--- config.mk ---
export PLATFORM = sky130hd
export DESIGN_NAME = flux_and_lock_fault_config
export DESIGN_NICKNAME = d
export VERILOG_FILES = /design/src/rtl/flux_and_lock_fault_config.v
export VERILOG_INCLUDE_DIRS = /design/src /design/src/rtl
export SDC_FILE = /design/constraint.sdc
export NUM_CORES = 1
export LEC_CHECK = 0
export BUFFER_PORTS_ARGS = -buffer_cell sky130_fd_sc_hd__buf_2
export CAP_MARGIN = 20
export CORE_MARGIN = 3
export CORE_UTILIZATION = 35
export CTS_CLUSTER_DIAMETER = 40
export CTS_CLUSTER_SIZE = 25
export DETAILED_ROUTE_END_ITERATION = 10
export PLACE_DENSITY = 0.62
export SYNTH_ARGS = -nofsm -noshare
export SYNTH_HDL_FRONTEND = slang
export SYNTH_SLANG_ARGS = --single-unit
--- constraint.sdc ---
create_clock -name pclk -period 6.7 [get_ports pclk]
set_input_delay 0.335 -clock pclk [delete_from_list [all_inputs] [get_ports pclk]]
set_output_delay 0.335 -clock pclk [all_outputs]
set_load 0.005 [all_outputs]
--- src/rtl/flux_lock_defs.vh ---
`ifndef FLUX_LOCK_DEFS_VH
`define FLUX_LOCK_DEFS_VH

// ********************************************************
// Register map
// ********************************************************
`define FLUX_CTRL_ADDR    12'h04C
`define LOCK_CFG_ADDR     12'h050
`define IRQ_STATUS_ADDR   12'h058
`define IRQ_MASK_ADDR     12'h05C
`define LOCK_STATUS_ADDR  12'h060
`define LOCK_CLEAR_ADDR   12'h064

`define FLUX_CTRL_RESET   32'h0000_0000
`define LOCK_CFG_RESET    32'h0000_0000
`define FLUX_CTRL_MASK    32'h0000_007F

// ********************************************************
// Field positions
// ********************************************************
`define TPA_EN_BIT        6
`define MI_TARGET_MSB     5
`define MI_TARGET_LSB     4
`define FW_CAP_MSB        3
`define FW_CAP_LSB        1
`define FW_EN_BIT         0
`define RETRY_MSB         5
`define RETRY_LSB         2
`define MODE_MSB          1
`define MODE_LSB          0

// ********************************************************
// Stall response modes
// ********************************************************
`define MODE_LATCHED      2'h0
`define MODE_AUTO_RETRY   2'h1
`define MODE_REPORT_ONLY  2'h2
`define MODE_DISABLED     2'h3

// ********************************************************
// Interrupt status bits
// ********************************************************
`define IRQ_LOCK_BIT      0
`define IRQ_RELEASE_BIT   1
`define IRQ_WIDTH         2

// ********************************************************
// Retry times in milliseconds, clock period in nanoseconds and ns per ms
// ********************************************************
`define RETRY_CODE0_MS    100
`define RETRY_CODE1_MS    500
`define RETRY_CODE2_MS    1000
`define RETRY_STEP_MS     1000
`define RETRY_BASE_MS     2000
`define CLK_PERIOD_NS     10
`define NS_PER_MS         1000000

`endif

--- src/rtl/flux_and_lock_fault_config.v ---
`timescale 1ns/1ps
`include "flux_lock_defs.vh"

// Overview of operation
// - Flux control at 0x4C resets to zero; bits 31..7 read zero.
// - Bit 6 enables max torque per amp control.
// - Bits 5..4 pick modulation index target 70/80/90/95 percent.
// - Bits 3..1 cap weakening current: 0 circular, 1..7 80..20 percent.
// - Bit 0 enables flux weakening control.
// - Lock fault settings at 0x50 reset zero; bits 31..6 plain storage.
// - Bits 5..2 pick retry time 100ms, 500ms, 1s, then 2s..14s.
// - Mode 0: stall latches fault and drives fault output low.
// - Mode 1: stall fault self-clears after the retry time.
// - Mode 2: stall reported in status, on stall_reported and on the lock interrupt, drive untouched.
// - Mode 3: stall detection ignored entirely.
module flux_and_lock_fault_config #(
	parameter MS_CYCLES = `NS_PER_MS / `CLK_PERIOD_NS
) (
	// Clock, reset, enable
	input  wire        pclk,
	input  wire        presetn,
	input  wire        clk_en,
	// APB slave
	input  wire        psel,
	input  wire        penable,
	input  wire        pwrite,
	input  wire [11:0] paddr,
	input  wire [31:0] pwdata,
	output reg  [31:0] prdata,
	output reg         pready,
	output reg         pslverr,
	// Stall detector from the control loop
	input  wire        stall_detect,
	// Settings toward the control loop
	output reg         torque_per_amp_enable,
	output reg  [1:0]  mi_target_sel,
	output reg  [2:0]  field_weakening_current_cap,
	output reg         flux_weak_enable,
	// Fault reporting
	output reg         fault_output_n,
	output reg         drive_disable,
	output reg         stall_reported,
	output reg         irq
);

	// ********************************************************
	// Registers
	// ********************************************************
	reg  [31:0]           flux_reg;
	reg  [31:0]           lock_cfg_reg;
	reg  [`IRQ_WIDTH-1:0] irq_status_reg;
	reg  [`IRQ_WIDTH-1:0] irq_mask_reg;
	reg                   fault_active_reg;
	reg                   report_reg;
	// Wide enough for a full millisecond at the real clock rate
	reg  [31:0]           ms_count_reg;
	reg  [13:0]           retry_ms_reg;
	reg                   stall_meta_reg;
	reg                   stall_sync_reg;

	wire        wr_en;
	wire        rd_en;
	wire [1:0]  mode;
	wire [3:0]  retry_code;
	wire        sw_clear;
	wire        report_clear;
	localparam [31:0] MS_LAST = MS_CYCLES - 1;
	reg  [13:0] retry_target_ms;
	reg         addr_ok;
	reg  [31:0] rd_mux;

	assign wr_en = psel & penable & pwrite & clk_en;
	assign rd_en = psel & ~penable & ~pwrite;
	assign mode = lock_cfg_reg[`MODE_MSB:`MODE_LSB];
	assign retry_code = lock_cfg_reg[`RETRY_MSB:`RETRY_LSB];
	assign sw_clear = wr_en & (paddr == `LOCK_CLEAR_ADDR) & pwdata[0];
	// Report flag clear is its own bit, independent of the fault clear
	assign report_clear = wr_en & (paddr == `LOCK_CLEAR_ADDR) & pwdata[1];

	// ********************************************************
	// Retry time decode
	// ********************************************************
	always @* begin
		case (retry_code)
		4'h0: retry_target_ms = 14'd`RETRY_CODE0_MS;
		4'h1: retry_target_ms = 14'd`RETRY_CODE1_MS;
		4'h2: retry_target_ms = 14'd`RETRY_CODE2_MS;
		default: retry_target_ms = 14'd`RETRY_BASE_MS
			+ ({10'h000, retry_code} - 14'd3) * 14'd`RETRY_STEP_MS;
		endcase
	end

	// ********************************************************
	// Address decode and read mux
	// ********************************************************
	always @* begin
		addr_ok = 1'b1;
		rd_mux = 32'h0000_0000;
		case (paddr)
		`FLUX_CTRL_ADDR: rd_mux = flux_reg & `FLUX_CTRL_MASK;
		`LOCK_CFG_ADDR: rd_mux = lock_cfg_reg;
		`IRQ_STATUS_ADDR: rd_mux = {30'h0, irq_status_reg};
		`IRQ_MASK_ADDR: rd_mux = {30'h0, irq_mask_reg};
		`LOCK_STATUS_ADDR: rd_mux = {30'h0, report_reg, fault_active_reg};
		`LOCK_CLEAR_ADDR: rd_mux = 32'h0000_0000;
		default: addr_ok = 1'b0;
		endcase
	end

	// ********************************************************
	// APB handshake: answer in the cycle after setup
	// ********************************************************
	always @(posedge pclk or negedge presetn) begin
		if (!presetn) begin
			prdata <= 32'h0000_0000;
			pready <= 1'b0;
			pslverr <= 1'b0;
		end else if (clk_en) begin
			pready <= psel & ~penable;
			pslverr <= psel & ~penable & ~addr_ok;
			if (rd_en)
				prdata <= rd_mux;
		end
	end

	// ********************************************************
	// Configuration registers
	// ********************************************************
	always @(posedge pclk or negedge presetn) begin
		if (!presetn) begin
			flux_reg <= `FLUX_CTRL_RESET;
			lock_cfg_reg <= `LOCK_CFG_RESET;
			irq_mask_reg <= {`IRQ_WIDTH{1'b0}};
		end else if (wr_en) begin
			if (paddr == `FLUX_CTRL_ADDR)
				flux_reg <= pwdata & `FLUX_CTRL_MASK;
			if (paddr == `LOCK_CFG_ADDR)
				lock_cfg_reg <= pwdata;
			if (paddr == `IRQ_MASK_ADDR)
				irq_mask_reg <= pwdata[`IRQ_WIDTH-1:0];
		end
	end

	// ********************************************************
	// Settings outputs
	// ********************************************************
	always @(posedge pclk or negedge presetn) begin
		if (!presetn) begin
			torque_per_amp_enable <= 1'b0;
			mi_target_sel <= 2'h0;
			field_weakening_current_cap <= 3'h0;
			flux_weak_enable <= 1'b0;
		end else if (clk_en) begin
			torque_per_amp_enable <= flux_reg[`TPA_EN_BIT];
			mi_target_sel <= flux_reg[`MI_TARGET_MSB:`MI_TARGET_LSB];
			field_weakening_current_cap <=
				flux_reg[`FW_CAP_MSB:`FW_CAP_LSB];
			flux_weak_enable <= flux_reg[`FW_EN_BIT];
		end
	end

	// ********************************************************
	// Stall input synchroniser
	// ********************************************************
	always @(posedge pclk or negedge presetn) begin
		if (!presetn) begin
			stall_meta_reg <= 1'b0;
			stall_sync_reg <= 1'b0;
		end else if (clk_en) begin
			stall_meta_reg <= stall_detect;
			stall_sync_reg <= stall_meta_reg;
		end
	end

	// ********************************************************
	// Stall fault handling
	// ********************************************************
	wire stall_seen;
	wire retry_done;
	wire fault_set;
	wire fault_release;
	wire report_set;
	assign stall_seen = stall_sync_reg & (mode != `MODE_DISABLED);
	assign fault_set = stall_seen & ~fault_active_reg
		& ((mode == `MODE_LATCHED) | (mode == `MODE_AUTO_RETRY));
	assign report_set = stall_seen & (mode == `MODE_REPORT_ONLY);
	assign retry_done = (retry_ms_reg >= retry_target_ms)
		& (ms_count_reg == 32'h0000_0000);
	// Auto retry releases only once the timer expires
	assign fault_release = fault_active_reg & ((mode == `MODE_AUTO_RETRY)
		? retry_done : sw_clear);

	always @(posedge pclk or negedge presetn) begin
		if (!presetn) begin
			fault_active_reg <= 1'b0;
			report_reg <= 1'b0;
			ms_count_reg <= 32'h0000_0000;
			retry_ms_reg <= 14'd0;
		end else if (clk_en) begin
			if (fault_set) begin
				fault_active_reg <= 1'b1;
				ms_count_reg <= 32'h0000_0000;
				retry_ms_reg <= 14'd0;
			end else if (fault_release) begin
				fault_active_reg <= 1'b0;
			end else if (fault_active_reg) begin
				if (ms_count_reg == MS_LAST) begin
					ms_count_reg <= 32'h0000_0000;
					retry_ms_reg <= retry_ms_reg + 14'd1;
				end else begin
					ms_count_reg <= ms_count_reg + 32'h0000_0001;
				end
			end
			// Report flag: set wins over software clear
			if (report_set)
				report_reg <= 1'b1;
			else if (report_clear)
				report_reg <= 1'b0;
		end
	end

	// ********************************************************
	// Interrupts: write one to clear, set wins
	// ********************************************************
	wire [`IRQ_WIDTH-1:0] irq_events;
	wire [`IRQ_WIDTH-1:0] irq_clear;
	assign irq_events = {fault_release, fault_set | report_set};
	assign irq_clear = (wr_en && paddr == `IRQ_STATUS_ADDR)
		? pwdata[`IRQ_WIDTH-1:0] : {`IRQ_WIDTH{1'b0}};

	always @(posedge pclk or negedge presetn) begin
		if (!presetn) begin
			irq_status_reg <= {`IRQ_WIDTH{1'b0}};
			irq <= 1'b0;
			fault_output_n <= 1'b1;
			drive_disable <= 1'b0;
			stall_reported <= 1'b0;
		end else if (clk_en) begin
			irq_status_reg <= (irq_status_reg & ~irq_clear) | irq_events;
			irq <= |(irq_status_reg & irq_mask_reg);
			// Mode 2 reaches only stall_reported and the lock interrupt status bit, never the fault or drive outputs
			fault_output_n <= ~fault_active_reg;
			drive_disable <= fault_active_reg;
			stall_reported <= report_reg | fault_active_reg;
		end
	end

endmodule

==> summary.md <==
| Metric | Value |
|---|---|
| WP data arrival | 6.72 ns |
| Clk_lat worst skew | 0.42 ns |
| Hold Vio Cnt, Final | 0 |
| Relative slew margins | 29.1% |
| Nets | 1031 |
| Initial antenna violation count | 0 |
| Switching Share | 24.3% |
| Clock share of power | 48.8% |
| Port-buffer cells | 95 |
| # H-tree levels | 4 |
| Worst Tran Pin Value | 1.06 ns |
| Pre-Repair DR Iteration Count | 5 |
| PwrDens | 213 nW/um^2 |
| ANT cells | 0 |
| Final antenna-violating net count | 0 |
| Slew Limit Fails | 0 |
| Final wirelength | 19900 um |
| Asr flop ratio synth | 100% |
| Placed Instance Area | 8690 um^2 |
| First-pass GRT wire length | 32800 um |
| Synth Area in Adders | 10.1% |
| Setup crit end kind | flop |
| Critical path peak fanout | 7 |
| Met3 GRT Util | 2.52% |
| Die Y-Extent | 156 um |
| RePlAce Congestion | 0.810 |
| Finished Layout Cells | 1215 |
| Met1 Use GR | 24.1% |
| Synthesized net count | 928 |
| Pleak | 0.00435 uW |
| Post-layout min period | 6.38 ns |
| Avg Inst Size Synth | 9.64 um^2 |
| Count of flip-flops with a built-in enable after synthesis | 0 |
| WL/cell | 16.4 um |
| Post-DP HPWL | 14300 um |
| Most common cell on crit path | inv_1 |
| Final setup margin | 0.317 ns |
| Layout cells sized above 1 | 24.1% |
| Critical path data required time | 7.03 ns |
| Post-route design area | 9440 um^2 |
| CTS clock-pin slew for the worst setup and hold paths | 0.06 ns |
| Startpoint types | flop |
| Total vias in the final route | 6441 |
| Worst setup startpoint | lock_cfg_reg[3] |
| Comb pwr share | 6.7% |
| Max clock buf depth | 2 |
| Worst Setup Path Type | reg2reg |
| Largest family of logic cells by synthesized area | simple AND/OR/NAND/NOR gates |
| Worst hold path type | in2reg |
| Largest net degree at the start of global routing | 74 |
| Die W | 156 um |
| Final worst-path cycle share | 95.3% |
| Placed Cells | 1175 |
| GRT busiest layer | met2 |
| TritonCTS buffer count | 17 |
| Switching pwr | 489 uW |
| Slowest cell on crit path | fa_1 |
| Yosys reg bits | 138 |
| Netlist cell types | 59 |
| Met2 Track Usage GR | 25.8% |
| F_max | 157 MHz |
| Io pins | 96 |
| Starting Density | 35.8% |
| Die area | 24400 um^2 |
| Top FF cell, synth | dfrtp_1 |
| Post-synthesis xor/xnor area fraction | 2.33% |
| Worst Skew | 0.0109 ns |
| Syn Inst Count | 819 |
| Max cap viols | 0 |
| Worst min-delay path startpoint | stall_detect |
| Design Power | 2010 uW |
| Vias/cell | 5.30 |
| RSZ-0062 raised after global routing | false |
| Compound-cell area share of the yosys netlist | 13.9% |
| All-Layer GR Usage | 16.6% |
| Area grow syn2layout | 19.6% |
| Post-Synth Simple-Gate Area | 18.3% |
| Peak VDD IR | 0.000175 V |
| CTS root buf | clkbuf_16 |
| DRC viols | 0 |
| Post-synthesis mux area share | 7.46% |
| Flop pwr share | 44.5% |
| Count of final setup violators | 0 |
| Internal | 1520 uW |
| CTS tree | built |
| # clock sinks | 138 |
| Initial drt markers | 428 |
| # fillers | 2146 |
| Worst r2r src | lock_cfg_reg[3] |
| GRT overflow | 0 |
| Post-synthesis sequential area ratio | 43.8% |
| Status | finished clean |
| Yosys warning count | 0 |
| Post-Syn Area | 7900 um^2 |
| Worst slack at placement | -0.136 ns |
| Row count | 54 |
| CP max stage delay | 0.54 ns |
| Core ar. | 22000 um^2 |
| Vias in the first global route | 6265 |
[path summary, 6_finish.rpt]
kind                                          to  slack (ns)  cells after the start
min in group asynchronous       lock_cfg_reg[27]        0.51                      2
worst min register to register    fault_output_n        0.47                      2
worst max register to register   retry_ms_reg[4]        0.32                     25
max in group asynchronous       ms_count_reg[25]        4.85                      3
worst min-delay path              stall_meta_reg        0.15                      2
worst max-delay path             retry_ms_reg[4]        0.32                     25
[power by group through the flow]
stage / registers, uW / clock network, uW / logic [uW]
2_1_floorplan: 894 / 0 / 81.1
3_3_place_gp: 911 / 0 / 132
3_5_place_dp: 910 / 0 / 136
4_1_cts: 896 / 1010 / 136
5_1_grt: 901 / 1040 / 155
6_report: 896 / 981 / 135
[worst max-delay path, delay by kind of cell, from the launching register on]
| kind | cells | cell delay [ns] |
|---|---|---|
| AO/OA/AOI/OAI | 5 | 1.34 |
| XOR/XNOR | 1 | 0.18 |
| adder cells (fa/ha/maj) | 7 | 2.73 |
| buffers and inverters | 6 | 0.52 |
| flip-flops | 1 | 0.40 |
| AND/OR/NAND/NOR | 6 | 1.13 |
[cells in the mapped netlist, types with 4 or more instances]
cell | number | share of area, %
nor3b_1 | 4 | 0.38
nand4_1 | 18 | 1.4
clkbuf_1 | 25 | 1.2
mux2_2 | 47 | 6.7
xor2_1 | 5 | 0.55
and4_1 | 5 | 0.55
and2_1 | 9 | 0.71
mux2i_1 | 6 | 0.76
nor2b_1 | 6 | 0.48
o21ai_0 | 87 | 5.5
nand2_1 | 99 | 4.7
nor4_1 | 6 | 0.48
nand3_1 | 28 | 1.8
or2_2 | 5 | 0.40
o31ai_1 | 20 | 1.9
a31oi_1 | 7 | 0.55
nand3b_1 | 5 | 0.48
dfrtp_1 | 137 | 43
a21oi_1 | 30 | 1.9
nand2b_1 | 5 | 0.40
nor3_1 | 6 | 0.38
nor2_1 | 55 | 2.6
or3_1 | 9 | 0.71
a221oi_1 | 7 | 0.78
and3_1 | 14 | 1.1
o41ai_1 | 5 | 0.55
xnor2_1 | 16 | 1.8
o21a_1 | 4 | 0.38
buf_2 | 6 | 0.38
fa_1 | 10 | 2.5
inv_1 | 43 | 2.0
ha_1 | 48 | 7.6
[metal layers]
| metal | vias up | wire, um |
|---|---|---|
| met2 | 138 | 9420 |
| met1 | 3158 | 9540 |
| met3 | 20 | 662 |
| met5 | - | 0 |
| li1 | 3125 | - |
| met4 | 0 | 268 |
[repair_timing]
| action | 4_1_cts | 5_1_grt |
|---|---|---|
| hold endpoints to repair | 72 | 0 |
| pin swaps | 0 | 6 |
| gates resized for setup | 4 | 14 |
| cloned | 0 | 1 |
| hold buffers | 1 | 0 |
| setup buffers | 0 | 6 |
| endpoints found under the setup margin | 41 | 48 |
[per-stage QoR]
stage	hold WS [ns]	util [%]	TNS, ns
after floorplan	0.0394	-	0
after global placement	0.403	39.5	0
after detailed placement	0.401	39.5	-2.59
after CTS	0.125	42.4	0
after global routing	0.129	42.9	0
final	0.146	42.9	0
[kinds of logic (layout without fill, tap and decap cells)]
family | Yosys count | after routing
fa+ha+maj | 58 | 58
simple gates | 287 | 287
xor+xnor | 21 | 21
flops | 138 | 138
compound gates | 184 | 185
mux | 53 | 53
buf+inv | 78 | 193
[cell type report]
type | count | area, um^2 | area share [%]
inverters | 43 | 161 | 1.71
repair buffers | 118 | 664 | 7.04
flip-flops and latches | 138 | 3460 | 36.6
well taps | 280 | 350 | 3.71
multi-input cells | 604 | 4190 | 44.4
clock buffers | 19 | 453 | 4.80
clock inverters | 13 | 166 | 1.76
[cells in the final DEF, fill, tap and decap left out, drive strengths merged, types with 6 or more instances in the layout]
| master | n |
|---|---|
| a31oi | 7 |
| and2 | 11 |
| dfrtp | 137 |
| clkbuf | 19 |
| inv | 45 |
| mux2 | 47 |
| nor2 | 56 |
| and3 | 14 |
| a21oi | 30 |
| xnor2 | 16 |
| nand3 | 29 |
| mux2i | 6 |
| o31ai | 20 |
| o21ai | 89 |
| ha | 48 |
| buf | 117 |
| nor2b | 6 |
| a221oi | 7 |
| nor3 | 8 |
| nand2 | 99 |
| or3 | 9 |
| nor4 | 6 |
| fa | 10 |
| nand4 | 18 |
Note: power is estimated with default switching activity, not from simulation.
